$ cat config.mk
export PLATFORM = sky130hd
export DESIGN_NAME = cadec_decoder
export DESIGN_NICKNAME = d
export VERILOG_FILES = /design/src/cadec_pkg.sv /design/src/cadec_decoder.sv
export SDC_FILE = /design/constraint.sdc
export NUM_CORES = 1
export LEC_CHECK = 0
export BUFFER_PORTS_ARGS = -buffer_cell sky130_fd_sc_hd__buf_2
export CORE_MARGIN = 2
export CORE_UTILIZATION = 46
export DETAILED_ROUTE_END_ITERATION = 12
export GPL_ROUTABILITY_DRIVEN = 1
export PLACE_DENSITY = 0.91
export SETUP_SLACK_MARGIN = 0.02
export SLEW_MARGIN = 10
export SYNTH_ARGS = -nofsm -noshare
export SYNTH_HDL_FRONTEND = slang
export SYNTH_SLANG_ARGS = --single-unit
$ cat constraint.sdc
create_clock -name mclk_i -period 0.9 [get_ports mclk_i]
set_input_delay 0.09 -clock mclk_i [delete_from_list [all_inputs] [get_ports mclk_i]]
set_output_delay 0.09 -clock mclk_i [all_outputs]
set_load 0.01 [all_outputs]
$ cat src/cadec_pkg.sv
// constants and types for the control-arithmetic instruction decoder
package cadec_pkg;
  localparam logic [6:0] CADEC_MOVE_DIR_OP = 7'h0e;
  localparam logic [6:0] CADEC_MOVE_PTR_OP = 7'h0f;
  localparam logic [3:0] CADEC_ALU_OP      = 4'h3;
  localparam logic [5:0] CADEC_ALU_OP6     = 6'h06;
  localparam logic [2:0] CADEC_BRANCH_OP   = 3'h5;
  localparam logic [2:0] CADEC_LOADI_OP    = 3'h6;
  localparam logic [2:0] CADEC_CALL_OP     = 3'h7;
  localparam logic [4:0] CADEC_PTR_IO      = 5'h00;
  localparam logic [1:0] CADEC_CGRP_CA     = 2'h0;
  localparam logic [1:0] CADEC_CGRP_DA     = 2'h1;
  localparam logic [1:0] CADEC_CGRP_IO     = 2'h2;
  localparam logic [4:0] CADEC_C_DA_MAX    = 5'h0c;
  localparam logic [3:0] CADEC_F_CMP       = 4'h7;
  localparam logic [3:0] CADEC_F_ANDNS     = 4'hf;
  localparam logic [4:0] CADEC_REG_RSV0    = 5'h1c;
  localparam logic [4:0] CADEC_REG_RSV1    = 5'h1f;
  localparam logic [4:0] CADEC_IO_IBUF     = 5'h04;
  localparam logic [4:0] CADEC_IO_OBUF     = 5'h05;
  localparam logic [4:0] CADEC_IO_PDR      = 5'h06;
  localparam logic [4:0] CADEC_IO_PIOP     = 5'h0e;
  localparam logic [4:0] CADEC_IO_PDR2     = 5'h14;
  localparam logic [4:0] CADEC_IO_PIR      = 5'h16;
  localparam logic [4:0] CADEC_IO_PCW      = 5'h1e;
  typedef enum logic [3:0] {
    CADEC_K_NONE, CADEC_K_BCOND, CADEC_K_MOVE_DIR, CADEC_K_MOVE_PTR, CADEC_K_MOVE_IO,
    CADEC_K_MEM_TO_IO, CADEC_K_ALU_REG, CADEC_K_ALU_IMM, CADEC_K_BRANCH, CADEC_K_LOADI,
    CADEC_K_CALL, CADEC_K_OTHER
  } cadec_kind_t;
  typedef enum logic [3:0] {
    CADEC_F_ADD, CADEC_F_MUL2, CADEC_F_RSUB, CADEC_F_CRADD, CADEC_F_SUB, CADEC_F_NEG,
    CADEC_F_ANDC, CADEC_F_COMPARE, CADEC_F_XOR, CADEC_F_RORC, CADEC_F_OR, CADEC_F_ROLC,
    CADEC_F_SHR, CADEC_F_DIV2, CADEC_F_AND, CADEC_F_TEST
  } cadec_func_t;
  typedef enum logic [1:0] {
    CADEC_W_HIGH_BYTE, CADEC_W_LOW_BYTE, CADEC_W_INT16, CADEC_W_WORD32
  } cadec_width_t;
endpackage

$ cat src/cadec_decoder.sv
// control-arithmetic instruction decoder, one registered decode per valid word
// Behaviour
// - 0001110 with bit21=0: direct move, register 20:16, address 15:0.
// - 0001111 with bit21=1: pointer move, reverse bit10, pointer 9:5, increment 4:0.
// - 0001111, bit21=0, pointer 00000: I/O register 4:0, general register 20:16.
// - 0001110 with bit21=1: memory-to-I/O, I/O register 20:16, pointer, increment.
// - top 101: branch to register plus 24-bit offset from 28:21 and 15:0.
// - top 110: load register 20:16 with 24-bit immediate.
// - top 111: call 24-bit address, return address into register 20:16.
// - condition groups 00 flag, 01 data unit, 10 I/O; 01101-01111 reserved.
// - register-source ALU uses only three low condition bits, flag group.
// - direction 0 loads register from memory, 1 stores register.
// - operand-count 0 two operands, 1 three with register source.
// - conditional bit 0 unconditional, 1 only when condition holds.
// - width selects high byte, low byte, 16-bit or 32-bit.
// - branch sense 0 takes on false condition, 1 on true.
// - functions 0000-0110: add, x2, rsub, carry-reverse add, sub, negate, andc.
// - functions 0111 and 1111 only update flags, no destination write.
// - functions 1000-1110: xor, rotr, or, rotl, shr, div2, and.
// - register selector map, 11100 and 11111 reserved.
// - pointer selector 00000 selects I/O form; reserved codes listed.
// - I/O register selector addresses ibuf, obuf, pdr, piop, pdr2, pir, pcw.
`timescale 1ns/1ps
`default_nettype none
module cadec_decoder
  import cadec_pkg::*;
(
  input  wire logic        mclk_i,
  input  wire logic        reset_n_i,
  input  wire logic        instr_valid_i,
  input  wire logic [31:0] instr_i,
  output logic             dec_valid_o,
  output cadec_kind_t      kind_o,
  output logic             illegal_o,
  output logic             write_en_o,
  output logic [4:0]       reg_sel_o,
  output logic [4:0]       src1_sel_o,
  output logic [4:0]       src2_sel_o,
  output logic [4:0]       ptr_sel_o,
  output logic [4:0]       inc_sel_o,
  output logic [4:0]       io_sel_o,
  output logic             bit_reverse_o,
  output logic             to_memory_o,
  output cadec_width_t     width_o,
  output logic [15:0]      addr_o,
  output logic [23:0]      imm24_o,
  output logic [4:0]       cond_o,
  output logic [1:0]       cond_group_o,
  output logic             cond_exec_o,
  output logic             branch_sense_o,
  output logic             three_operand_o,
  output cadec_func_t      func_o,
  output logic             store_result_o
);
  typedef struct packed {
    logic         valid;
    cadec_kind_t  kind;
    logic         illegal;
    logic         write_en;
    logic [4:0]   reg_sel;
    logic [4:0]   src1;
    logic [4:0]   src2;
    logic [4:0]   ptr;
    logic [4:0]   inc;
    logic [4:0]   io;
    logic         rev;
    logic         to_mem;
    cadec_width_t width;
    logic [15:0]  addr;
    logic [23:0]  imm;
    logic [4:0]   cond;
    logic [1:0]   cgrp;
    logic         cexec;
    logic         sense;
    logic         three;
    cadec_func_t  func;
    logic         store;
  } cadec_state_t;

  cadec_state_t state_reg;
  cadec_state_t state_next;

  // named fields of the fetched word; each form gives them its own meaning
  logic [2:0]  op_top3;
  logic [6:0]  op_top7;
  logic        fld_dir;
  logic [1:0]  fld_width;
  logic        fld_form;
  logic [4:0]  fld_dest;
  logic [15:0] fld_addr;
  logic [7:0]  fld_imm_high;
  logic [4:0]  fld_cond;
  logic [3:0]  fld_func;
  logic        fld_imm_src;
  logic [2:0]  fld_alu_cond;
  logic        fld_alu_sense;
  logic        fld_three;
  logic        fld_cexec;
  logic        fld_rev;
  logic [4:0]  fld_ptr;
  logic [4:0]  fld_low;

  assign op_top3       = instr_i[31:29];
  assign op_top7       = instr_i[31:25];
  assign fld_dir       = instr_i[24];
  assign fld_width     = instr_i[23:22];
  assign fld_form      = instr_i[21];
  assign fld_dest      = instr_i[20:16];
  assign fld_addr      = instr_i[15:0];
  assign fld_imm_high  = instr_i[28:21];
  assign fld_cond      = instr_i[26:22];
  assign fld_func      = instr_i[24:21];
  assign fld_imm_src   = instr_i[25];
  assign fld_alu_cond  = instr_i[15:13];
  assign fld_alu_sense = instr_i[12];
  assign fld_three     = instr_i[11];
  assign fld_cexec     = instr_i[10];
  assign fld_rev       = instr_i[10];
  assign fld_ptr       = instr_i[9:5];
  assign fld_low       = instr_i[4:0];

  // opcode classes; the long forms own the top three bits outright
  logic is_branch;
  logic is_loadi;
  logic is_call;
  logic is_move_dir;
  logic is_move_ptr;
  logic is_cond_branch;
  logic is_alu;

  assign is_branch      = (op_top3 == CADEC_BRANCH_OP);
  assign is_loadi       = (op_top3 == CADEC_LOADI_OP);
  assign is_call        = (op_top3 == CADEC_CALL_OP);
  assign is_move_dir    = (op_top7 == CADEC_MOVE_DIR_OP);
  assign is_move_ptr    = (op_top7 == CADEC_MOVE_PTR_OP);
  assign is_cond_branch = (instr_i[31:27] == 5'h00);
  assign is_alu         = (instr_i[30:26] == CADEC_ALU_OP6[4:0]);

  // only these two codes have no register behind them
  function automatic logic reg_bad(input logic [4:0] r);
    case (r)
      CADEC_REG_RSV0: reg_bad = 1'b1;
      CADEC_REG_RSV1: reg_bad = 1'b1;
      default:        reg_bad = 1'b0;
    endcase
  endfunction

  // 00000 is absent on purpose: it picks the I/O form, the caller decides
  function automatic logic ptr_bad(input logic [4:0] p);
    case (p)
      5'h0f:   ptr_bad = 1'b1;
      5'h10:   ptr_bad = 1'b1;
      5'h16:   ptr_bad = 1'b1;
      5'h17:   ptr_bad = 1'b1;
      5'h1a:   ptr_bad = 1'b1;
      5'h1b:   ptr_bad = 1'b1;
      5'h1c:   ptr_bad = 1'b1;
      5'h1e:   ptr_bad = 1'b1;
      5'h1f:   ptr_bad = 1'b1;
      default: ptr_bad = 1'b0;
    endcase
  endfunction

  function automatic logic io_bad(input logic [4:0] r);
    case (r)
      CADEC_IO_IBUF: io_bad = 1'b0;
      CADEC_IO_OBUF: io_bad = 1'b0;
      CADEC_IO_PDR:  io_bad = 1'b0;
      CADEC_IO_PIOP: io_bad = 1'b0;
      CADEC_IO_PDR2: io_bad = 1'b0;
      CADEC_IO_PIR:  io_bad = 1'b0;
      CADEC_IO_PCW:  io_bad = 1'b0;
      default:       io_bad = 1'b1;
    endcase
  endfunction

  function automatic logic cond_bad(input logic [4:0] c);
    case (c[4:3])
      CADEC_CGRP_CA: cond_bad = 1'b0;
      CADEC_CGRP_DA: cond_bad = (c > CADEC_C_DA_MAX);
      CADEC_CGRP_IO: cond_bad = 1'b0;
      default:       cond_bad = 1'b1; // group 11 holds no conditions
    endcase
  endfunction

  always_comb begin
    logic bad;
    bad        = 1'b0;
    state_next = state_reg;
    state_next.valid   = instr_valid_i;
    if (instr_valid_i) begin
      state_next.kind    = CADEC_K_OTHER;
      state_next.reg_sel = fld_dest;
      state_next.src1    = fld_ptr;
      state_next.src2    = fld_low;
      state_next.ptr     = fld_ptr;
      state_next.inc     = fld_low;
      state_next.io      = 5'h00;
      state_next.rev     = fld_rev;
      state_next.to_mem  = fld_dir;
      state_next.width   = cadec_width_t'(fld_width);
      state_next.addr    = fld_addr;
      state_next.imm     = {fld_imm_high, fld_addr};
      state_next.cond    = fld_cond;
      state_next.cgrp    = fld_cond[4:3];
      state_next.cexec   = 1'b0;
      state_next.sense   = fld_form;
      state_next.three   = 1'b0;
      state_next.func    = cadec_func_t'(fld_func);
      state_next.store   = 1'b0;
      state_next.write_en = 1'b0;
      if (is_branch) begin
        state_next.kind = CADEC_K_BRANCH;
        bad = reg_bad(fld_dest);
      end else if (is_loadi) begin
        state_next.kind     = CADEC_K_LOADI;
        state_next.write_en = 1'b1;
        bad = reg_bad(fld_dest);
      end else if (is_call) begin
        state_next.kind     = CADEC_K_CALL;
        state_next.write_en = 1'b1;
        bad = reg_bad(fld_dest);
      end else if (is_move_dir) begin
        if (!fld_form) begin
          state_next.kind = CADEC_K_MOVE_DIR;
          bad = reg_bad(fld_dest);
        end else begin
          state_next.kind    = CADEC_K_MEM_TO_IO;
          state_next.io      = fld_dest;
          state_next.reg_sel = 5'h00;
          bad = io_bad(fld_dest) || ptr_bad(fld_ptr) || (fld_ptr == CADEC_PTR_IO);
        end
        state_next.write_en = !fld_dir;
      end else if (is_move_ptr) begin
        if (fld_form) begin
          state_next.kind = CADEC_K_MOVE_PTR;
          bad = reg_bad(fld_dest) || ptr_bad(fld_ptr) || (fld_ptr == CADEC_PTR_IO);
        end else if (fld_ptr == CADEC_PTR_IO) begin
          state_next.kind = CADEC_K_MOVE_IO;
          state_next.io   = fld_low;
          bad = reg_bad(fld_dest) || io_bad(fld_low);
        end else begin
          bad = 1'b1;
        end
        state_next.write_en = !fld_dir;
      end else if (is_cond_branch) begin
        state_next.kind = CADEC_K_BCOND;
        bad = cond_bad(fld_cond) || reg_bad(fld_dest);
      end else if (is_alu) begin
        state_next.func     = cadec_func_t'(fld_func);
        state_next.store    = (fld_func != CADEC_F_CMP) && (fld_func != CADEC_F_ANDNS);
        state_next.write_en = state_next.store;
        if (!fld_imm_src) begin
          state_next.kind  = CADEC_K_ALU_REG;
          state_next.cond  = {2'h0, fld_alu_cond};
          state_next.cgrp  = CADEC_CGRP_CA;
          state_next.three = fld_three;
          state_next.cexec = fld_cexec;
          state_next.sense = fld_alu_sense;
          bad = reg_bad(fld_dest) || reg_bad(fld_ptr) || (fld_three && reg_bad(fld_low));
        end else begin
          state_next.kind = CADEC_K_ALU_IMM;
          bad = reg_bad(fld_dest);
        end
      end
      state_next.illegal = bad;
      if (bad) begin
        state_next.write_en = 1'b0;
        state_next.store    = 1'b0;
      end
    end else begin
      state_next.kind     = CADEC_K_NONE;
      state_next.illegal  = 1'b0;
      state_next.write_en = 1'b0;
      state_next.store    = 1'b0;
    end
  end

  always_ff @(posedge mclk_i or negedge reset_n_i) begin
    if (!reset_n_i) begin
      state_reg <= '0;
    end else begin
      state_reg <= state_next;
    end
  end

  assign dec_valid_o     = state_reg.valid;
  assign kind_o          = state_reg.kind;
  assign illegal_o       = state_reg.illegal;
  assign write_en_o      = state_reg.write_en;
  assign reg_sel_o       = state_reg.reg_sel;
  assign src1_sel_o      = state_reg.src1;
  assign src2_sel_o      = state_reg.src2;
  assign ptr_sel_o       = state_reg.ptr;
  assign inc_sel_o       = state_reg.inc;
  assign io_sel_o        = state_reg.io;
  assign bit_reverse_o   = state_reg.rev;
  assign to_memory_o     = state_reg.to_mem;
  assign width_o         = state_reg.width;
  assign addr_o          = state_reg.addr;
  assign imm24_o         = state_reg.imm;
  assign cond_o          = state_reg.cond;
  assign cond_group_o    = state_reg.cgrp;
  assign cond_exec_o     = state_reg.cexec;
  assign branch_sense_o  = state_reg.sense;
  assign three_operand_o = state_reg.three;
  assign func_o          = state_reg.func;
  assign store_result_o  = state_reg.store;
endmodule
`default_nettype wire

==> results.toml, run 1 <==
[outcome]
status = "finished, violations left"
violations = "negative setup slack"

[routing]
ant_nets = 0
drt-initial-drc-count = 141
drt-total-wl_um = 6900
drt_first_pass_iters = 4
detail_route.wl_per_cell_um = 14.8
via_count = 2345
drc = 0
avgViaCountPerCell = 5.02

[logic_synthesis]
synth_fa_ha_area_frac = 0
postSynth.asyncResetShare = 1.00
yosysWarnings = 0
netlist_instances = 253
ys.flop_type = "dfrtp_1"
synth.net_count = 288
synth.cell_area_um2 = 2590
synth_edf_count = 0
synth_top_family_by_area = "buffers and inverters"
syn_avg_cell_area_um2 = 10.2
seq_area_frac_synth = 0.473
synth.mux.area_fraction = 0.111
synth-seq-cells = 49
ys_types = 45
yosys.area_share.xor_xnor = 0.0101
synth_compound_area_frac = 0.119
synthSimpleGateAreaFrac = 0.104

[critical_path]
start_kind = "primary input"
cp_slowest_cell = "or4_4"
worstPathRequired_ps = 1100
cp-end-kind = "flip-flop"
path_delay_family = "simple AND/OR/NAND/NOR gates"
r2r-end = "addr_o[13]"
rr_worst_depth = 2
crit_arrival_ps = 1640
crit_type = "primary input to flip-flop"
reg2reg_slack_ps = -10
max_stage_delay_ps = 490
critPathMaxFanout = 4
worstPathCellList = "buf_6 > or3_4 > or2_4 > or4_4 > o211a_4 > and3_4"
path_buf_inv = 1
timing.rr.start = "addr_o[13]"

[global_route]
grt_max_degree = 50
overflow = 0
grt_pass1_wl_um = 10600
grt_pass1_vias = 2251
track_usage = 0.215
antenna_found_initial = 0

[die]
rows = 27
core_area_um2 = 5470
die_h_um = 79.1
die_area_um2 = 6250
ios = 131
die_x_um = 79.1
initial_core_util = 0.474

[worst_hold_path]
hold_path_depth = 2
hold_end = "addr_o[14]"
min-delay-start = "instr_i[14]"
hold_path.class = "primary input to flip-flop"

[timing]
period_needed_ps = 1450
setup_ws_ps = -549
finalSetupViolations = 112
rsz0062_at_grt = "true"
relSlewSlack = 0.785
hold_violations = 0
skew_ps = 0
slew_violations = 0
final.period_utilization = 1.61
tightest_slew_ps = 319
fmax_mhz = 690

[clock_network]
htree_levels = 2
path_clk_slew_ps = 90
clockBufferDepth = 2
clock_latency_ps = 300
cts_sinks = 49
cts_tree = "done"
root_buffer = "clkbuf_8"
cts_inserted_buffers = 5

[power]
p_leak_nw = 1.89
vdd_drop_max_v = 0.00104
power_w = 0.00546
power_density_nw_per_um2 = 1460

[finish]
final_layout_size_suffix_gt1_frac = 0.608
area_growth_pct = 44.4
layout.nets = 429
num_antenna_cells = 0
utilization = 0.684
fillers = 440

[placement]
place_ws_ps = -884
gp_congestion = 0.947
hpwl_um = 5030
portBuffers = 130

[job]
max_cap_violations = 0
## worst reg2reg max path, cell delays in order, from the launching register on
cell and delay, ps:
dfrtp_1 390, buf_4 140, mux2_2 270
## power breakdown
group | internal, W | switching, W
Clock | 0.000906 | 0.000711
Sequential | 0.00236 | 0.000113
Combinational | 0.000674 | 0.000688
## cell usage after synthesis, types with 2 or more instances
master | count | area share
nand2_1 | 12 | 0.017
a31oi_1 | 3 | 0.0072
o211ai_1 | 2 | 0.0058
nor2_1 | 8 | 0.012
a21oi_1 | 8 | 0.015
o21ai_0 | 8 | 0.015
mux2_2 | 22 | 0.096
or3_1 | 3 | 0.0072
inv_1 | 20 | 0.029
or4_1 | 2 | 0.0058
nand3_1 | 5 | 0.0097
o22ai_1 | 10 | 0.024
nor3_1 | 2 | 0.0039
mux2i_1 | 4 | 0.015
xor2_1 | 2 | 0.0068
nand4_1 | 4 | 0.0097
and3_1 | 2 | 0.0048
o31ai_1 | 2 | 0.0058
nor2_2 | 2 | 0.0048
buf_4 | 48 | 0.14
a22oi_1 | 5 | 0.014
clkbuf_1 | 8 | 0.012
dfrtp_1 | 49 | 0.47
## final cells by class
type,count,area (um^2),area share
tap,72,90.1,0.0241
timing repair buffer,192,1240,0.331
inverter,20,75.1,0.0200
sequential,49,1230,0.327
clock inverter,1,30.0,0.00802
clock buffer,7,86.3,0.0231
multi-input combinational,126,998,0.267
## worst max path at each step
stage | from | to | slack [ps] | cells past startpoint
5_1_grt | instr_i[29] | illegal_o | -560 | 6
3_5_place_dp | instr_i[31] | illegal_o | -880 | 6
6_report | instr_i[29] | illegal_o | -550 | 6
2_1_floorplan | instr_i[31] | illegal_o | -710 | 5
4_1_cts | instr_i[31] | illegal_o | -520 | 6
3_3_place_gp | instr_i[31] | illegal_o | -830 | 6
## flip-flops by register name (all words and copies together), names as in the netlist, 4 cells and up
| signal | cells |
|---|---|
| addr_o | 7 |
| io_sel_o | 5 |
| inc_sel_o | 4 |
| ptr_sel_o | 4 |
| kind_o | 4 |
| cond_o | 4 |
| reg_sel_o | 5 |
| imm24_o | 8 |
## through the flow
step           TNS, ps  std cells  cell area, um^2  hold WS [ps]
2_1_floorplan   -12220        253             2650          -206
3_3_place_gp    -15540        441             3330          95.4
3_5_place_dp    -16920        441             3330          99.7
4_1_cts         -11700        459             3620          25.7
5_1_grt         -16180        467             3740          35.1
6_report        -11650        467             3740          32.0
## cell usage in the layout (no fill, tap or decap), types with 2 or more instances in the layout
cell and n:
a31oi_1 2, buf_2 121, o211ai_1 2, o31ai_1 2
nand4_1 4, o21ai_1 2, inv_1 20, o22ai_2 4
nand2_1 12, a22oi_1 5, dfrtp_1 49, or3_1 3
a21oi_1 7, nor2_4 2, xor2_1 2, nor3_1 2
o22ai_1 5, buf_12 3, nand3_1 5, mux2i_1 4
or4_4 2, buf_6 16, mux2_2 22, clkbuf_8 6
o21ai_0 7, buf_4 51, nor2_1 7
## routing by layer
metal / share of wire / vias up / global-route usage
met5: 0 / - / 0
met2: 0.52 / 121 / 0.379
met1: 0.39 / 1105 / 0.263
met4: 0.021 / 0 / 0.0759
met3: 0.074 / 12 / 0.0420
li1: - / 1107 / -
## kinds of logic after synthesis
group	after synthesis
XOR/XNOR	3
flip-flops	49
AND/OR/NAND/NOR	50
buffers and inverters	78
multiplexers	26
AO/OA/AOI/OAI	47
## timing repair
item	in CTS	in global routing
endpoints found under the hold margin	49	0
gates cloned	1	0
endpoints found under the setup margin	119	121
hold buffers	1	0
pin swaps	7	8
gates resized for setup	20	13
setup buffers	8	9
Power figures use the tool's default switching activity.
==> run 2, diff against run 1 <==
CAP_MARGIN = 20   (was default)
PLACE_DENSITY = 0.81   (was 0.91)
==> run 2 against run 1 <==
Sequential share of layout area is essentially flat. Core utilization increased by 0.091 points. First-iteration DRC count decreased by 27%. Clock skew is the same. The run still ends with negative setup slack left.
==> results.toml, run 2 (same netlist as run 1, synthesis figures left out) <==
[outcome]
status = "finished, violations left"
violations = "negative setup slack"

[timing]
skew_ps = 0
hold_ws_ps = 30.7
period_needed_ps = 1430
relSlewSlack = 0.777
hold_violations = 0
fin_tns_setup_ps = -11910
rsz0062_at_grt = "true"
finalSetupViolations = 112
tightest_slew_ps = 331
fmax_mhz = 702
final.period_utilization = 1.58
slew_violations = 0
setup_ws_ps = -525

[global_route]
grt_pass1_wl_um = 10100
gr-max-usage-layer = "met2"
gr-usage-met2 = 0.354
overflow = 0
grt_util_met3 = 0.0420
antenna_found_initial = 0
met1_usage = 0.266
track_usage = 0.207
grt_max_degree = 50
grt_pass1_vias = 2112

[clock_network]
clock_latency_ps = 300
cts_sinks = 49
path_clk_slew_ps = 80
cts_inserted_buffers = 5
clockBufferDepth = 2
cts_tree = "done"
htree_levels = 2
root_buffer = "clkbuf_8"

[placement]
gp_congestion = 0.883
hpwl_um = 4890
dp_cells = 445
portBuffers = 130

[finish]
final_layout_size_suffix_gt1_frac = 0.608
layout.nets = 436
mostFrequentLayoutCells = "122 x buf_2, 58 x buf_4, 49 x dfrtp_1"
final_common_cell = "buf_2"
fillers = 426
regArea_um2 = 1230
largest_register_ffs = 8
multi_input_area_um2 = 987
num_antenna_cells = 0
area_growth_pct = 44.6
fin_cells = 473

[critical_path]
critPathMaxFanout = 4
cp_slowest_cell = "or4_4"
start_kind = "primary input"
max_stage_delay_ps = 480
crit_type = "primary input to flip-flop"
crit_arrival_ps = 1630
path_buf_inv = 1
cp-end-kind = "flip-flop"
worstPathCellList = "buf_6 > or3_4 > or2_4 > or4_4 > o211a_4 > and3_1"
worstPathRequired_ps = 1100
path_delay_family = "simple AND/OR/NAND/NOR gates"

[power]
power_density_nw_per_um2 = 1390
p_leak_nw = 1.92
vdd_drop_max_v = 0.000800
power_w = 0.00520

[routing]
drc = 0
drt-initial-drc-count = 103
drt-total-wl_um = 7110
drt_first_pass_iters = 4
detail_route.wl_per_cell_um = 15.0
via_count = 2444
avgViaCountPerCell = 5.17
ant_nets = 0

[worst_hold_path]
hold_path.class = "primary input to flip-flop"

[die]
rows = 27
ios = 131
die_area_um2 = 6250
die_x_um = 79.1
core_area_um2 = 5470
die_h_um = 79.1
initial_core_util = 0.474

[job]
max_cap_violations = 0
==> run 2: path summary, 6_finish.rpt <==
check / slack, ps / cells past startpoint / start / end
worst max-delay path: -530 / 6 / instr_i[31] / illegal_o
worst min-delay path: 30 / 2 / instr_i[12] / addr_o[12]
worst max register to register: 0 / 2 / addr_o[12] / addr_o[12]
worst min register to register: 520 / 2 / imm24_o[21] / imm24_o[21]
max in group asynchronous: 380 / 3 / reset_n_i / reg_sel_o[2]
min in group asynchronous: 300 / 3 / reset_n_i / ptr_sel_o[3]
==> run 2: where the power goes <==
| part | internal, W | total (W) | leakage (nW) | switching [W] |
|---|---|---|---|---|
| Clock | 0.000611 | 0.00132 | 0.0443 | 0.000707 |
| Combinational | 0.000702 | 0.00140 | 1.28 | 0.000697 |
| Sequential | 0.00236 | 0.00248 | 0.600 | 0.000115 |
| Total | 0.00368 | 0.00520 | 1.92 | 0.00152 |
==> run 2: stage by stage <==
stage	utilization	setup WS (ps)	cell area [um^2]
floorplan	-	-714	2650
global placement	0.614	-823	3360
detailed placement	0.614	-854	3360
CTS	0.658	-520	3600
global route	0.685	-551	3750
finish	0.685	-525	3750
==> run 2: final cells by class <==
class | count | share of cell area
clock buffers | 7 | 0.0230
inverters | 20 | 0.0200
multi-input cells | 126 | 0.263
flip-flops and latches | 49 | 0.327
well taps | 72 | 0.0240
repair buffers | 199 | 0.343
==> run 2: repair_timing <==
action,CTS,global route
cloned,1,0
setup buffers,7,13
hold buffers,1,0
pin swaps,3,9
endpoints found under the hold margin,49,0
endpoints found under the setup margin,119,121
resized for setup,18,14
==> run 2: routing by layer <==
metal,up-vias,routed length [um],share of wire
met4,0,131,0.018
met3,15,541,0.076
met2,119,3540,0.50
met5,-,0,0
met1,1189,2890,0.41
li1,1121,-,-
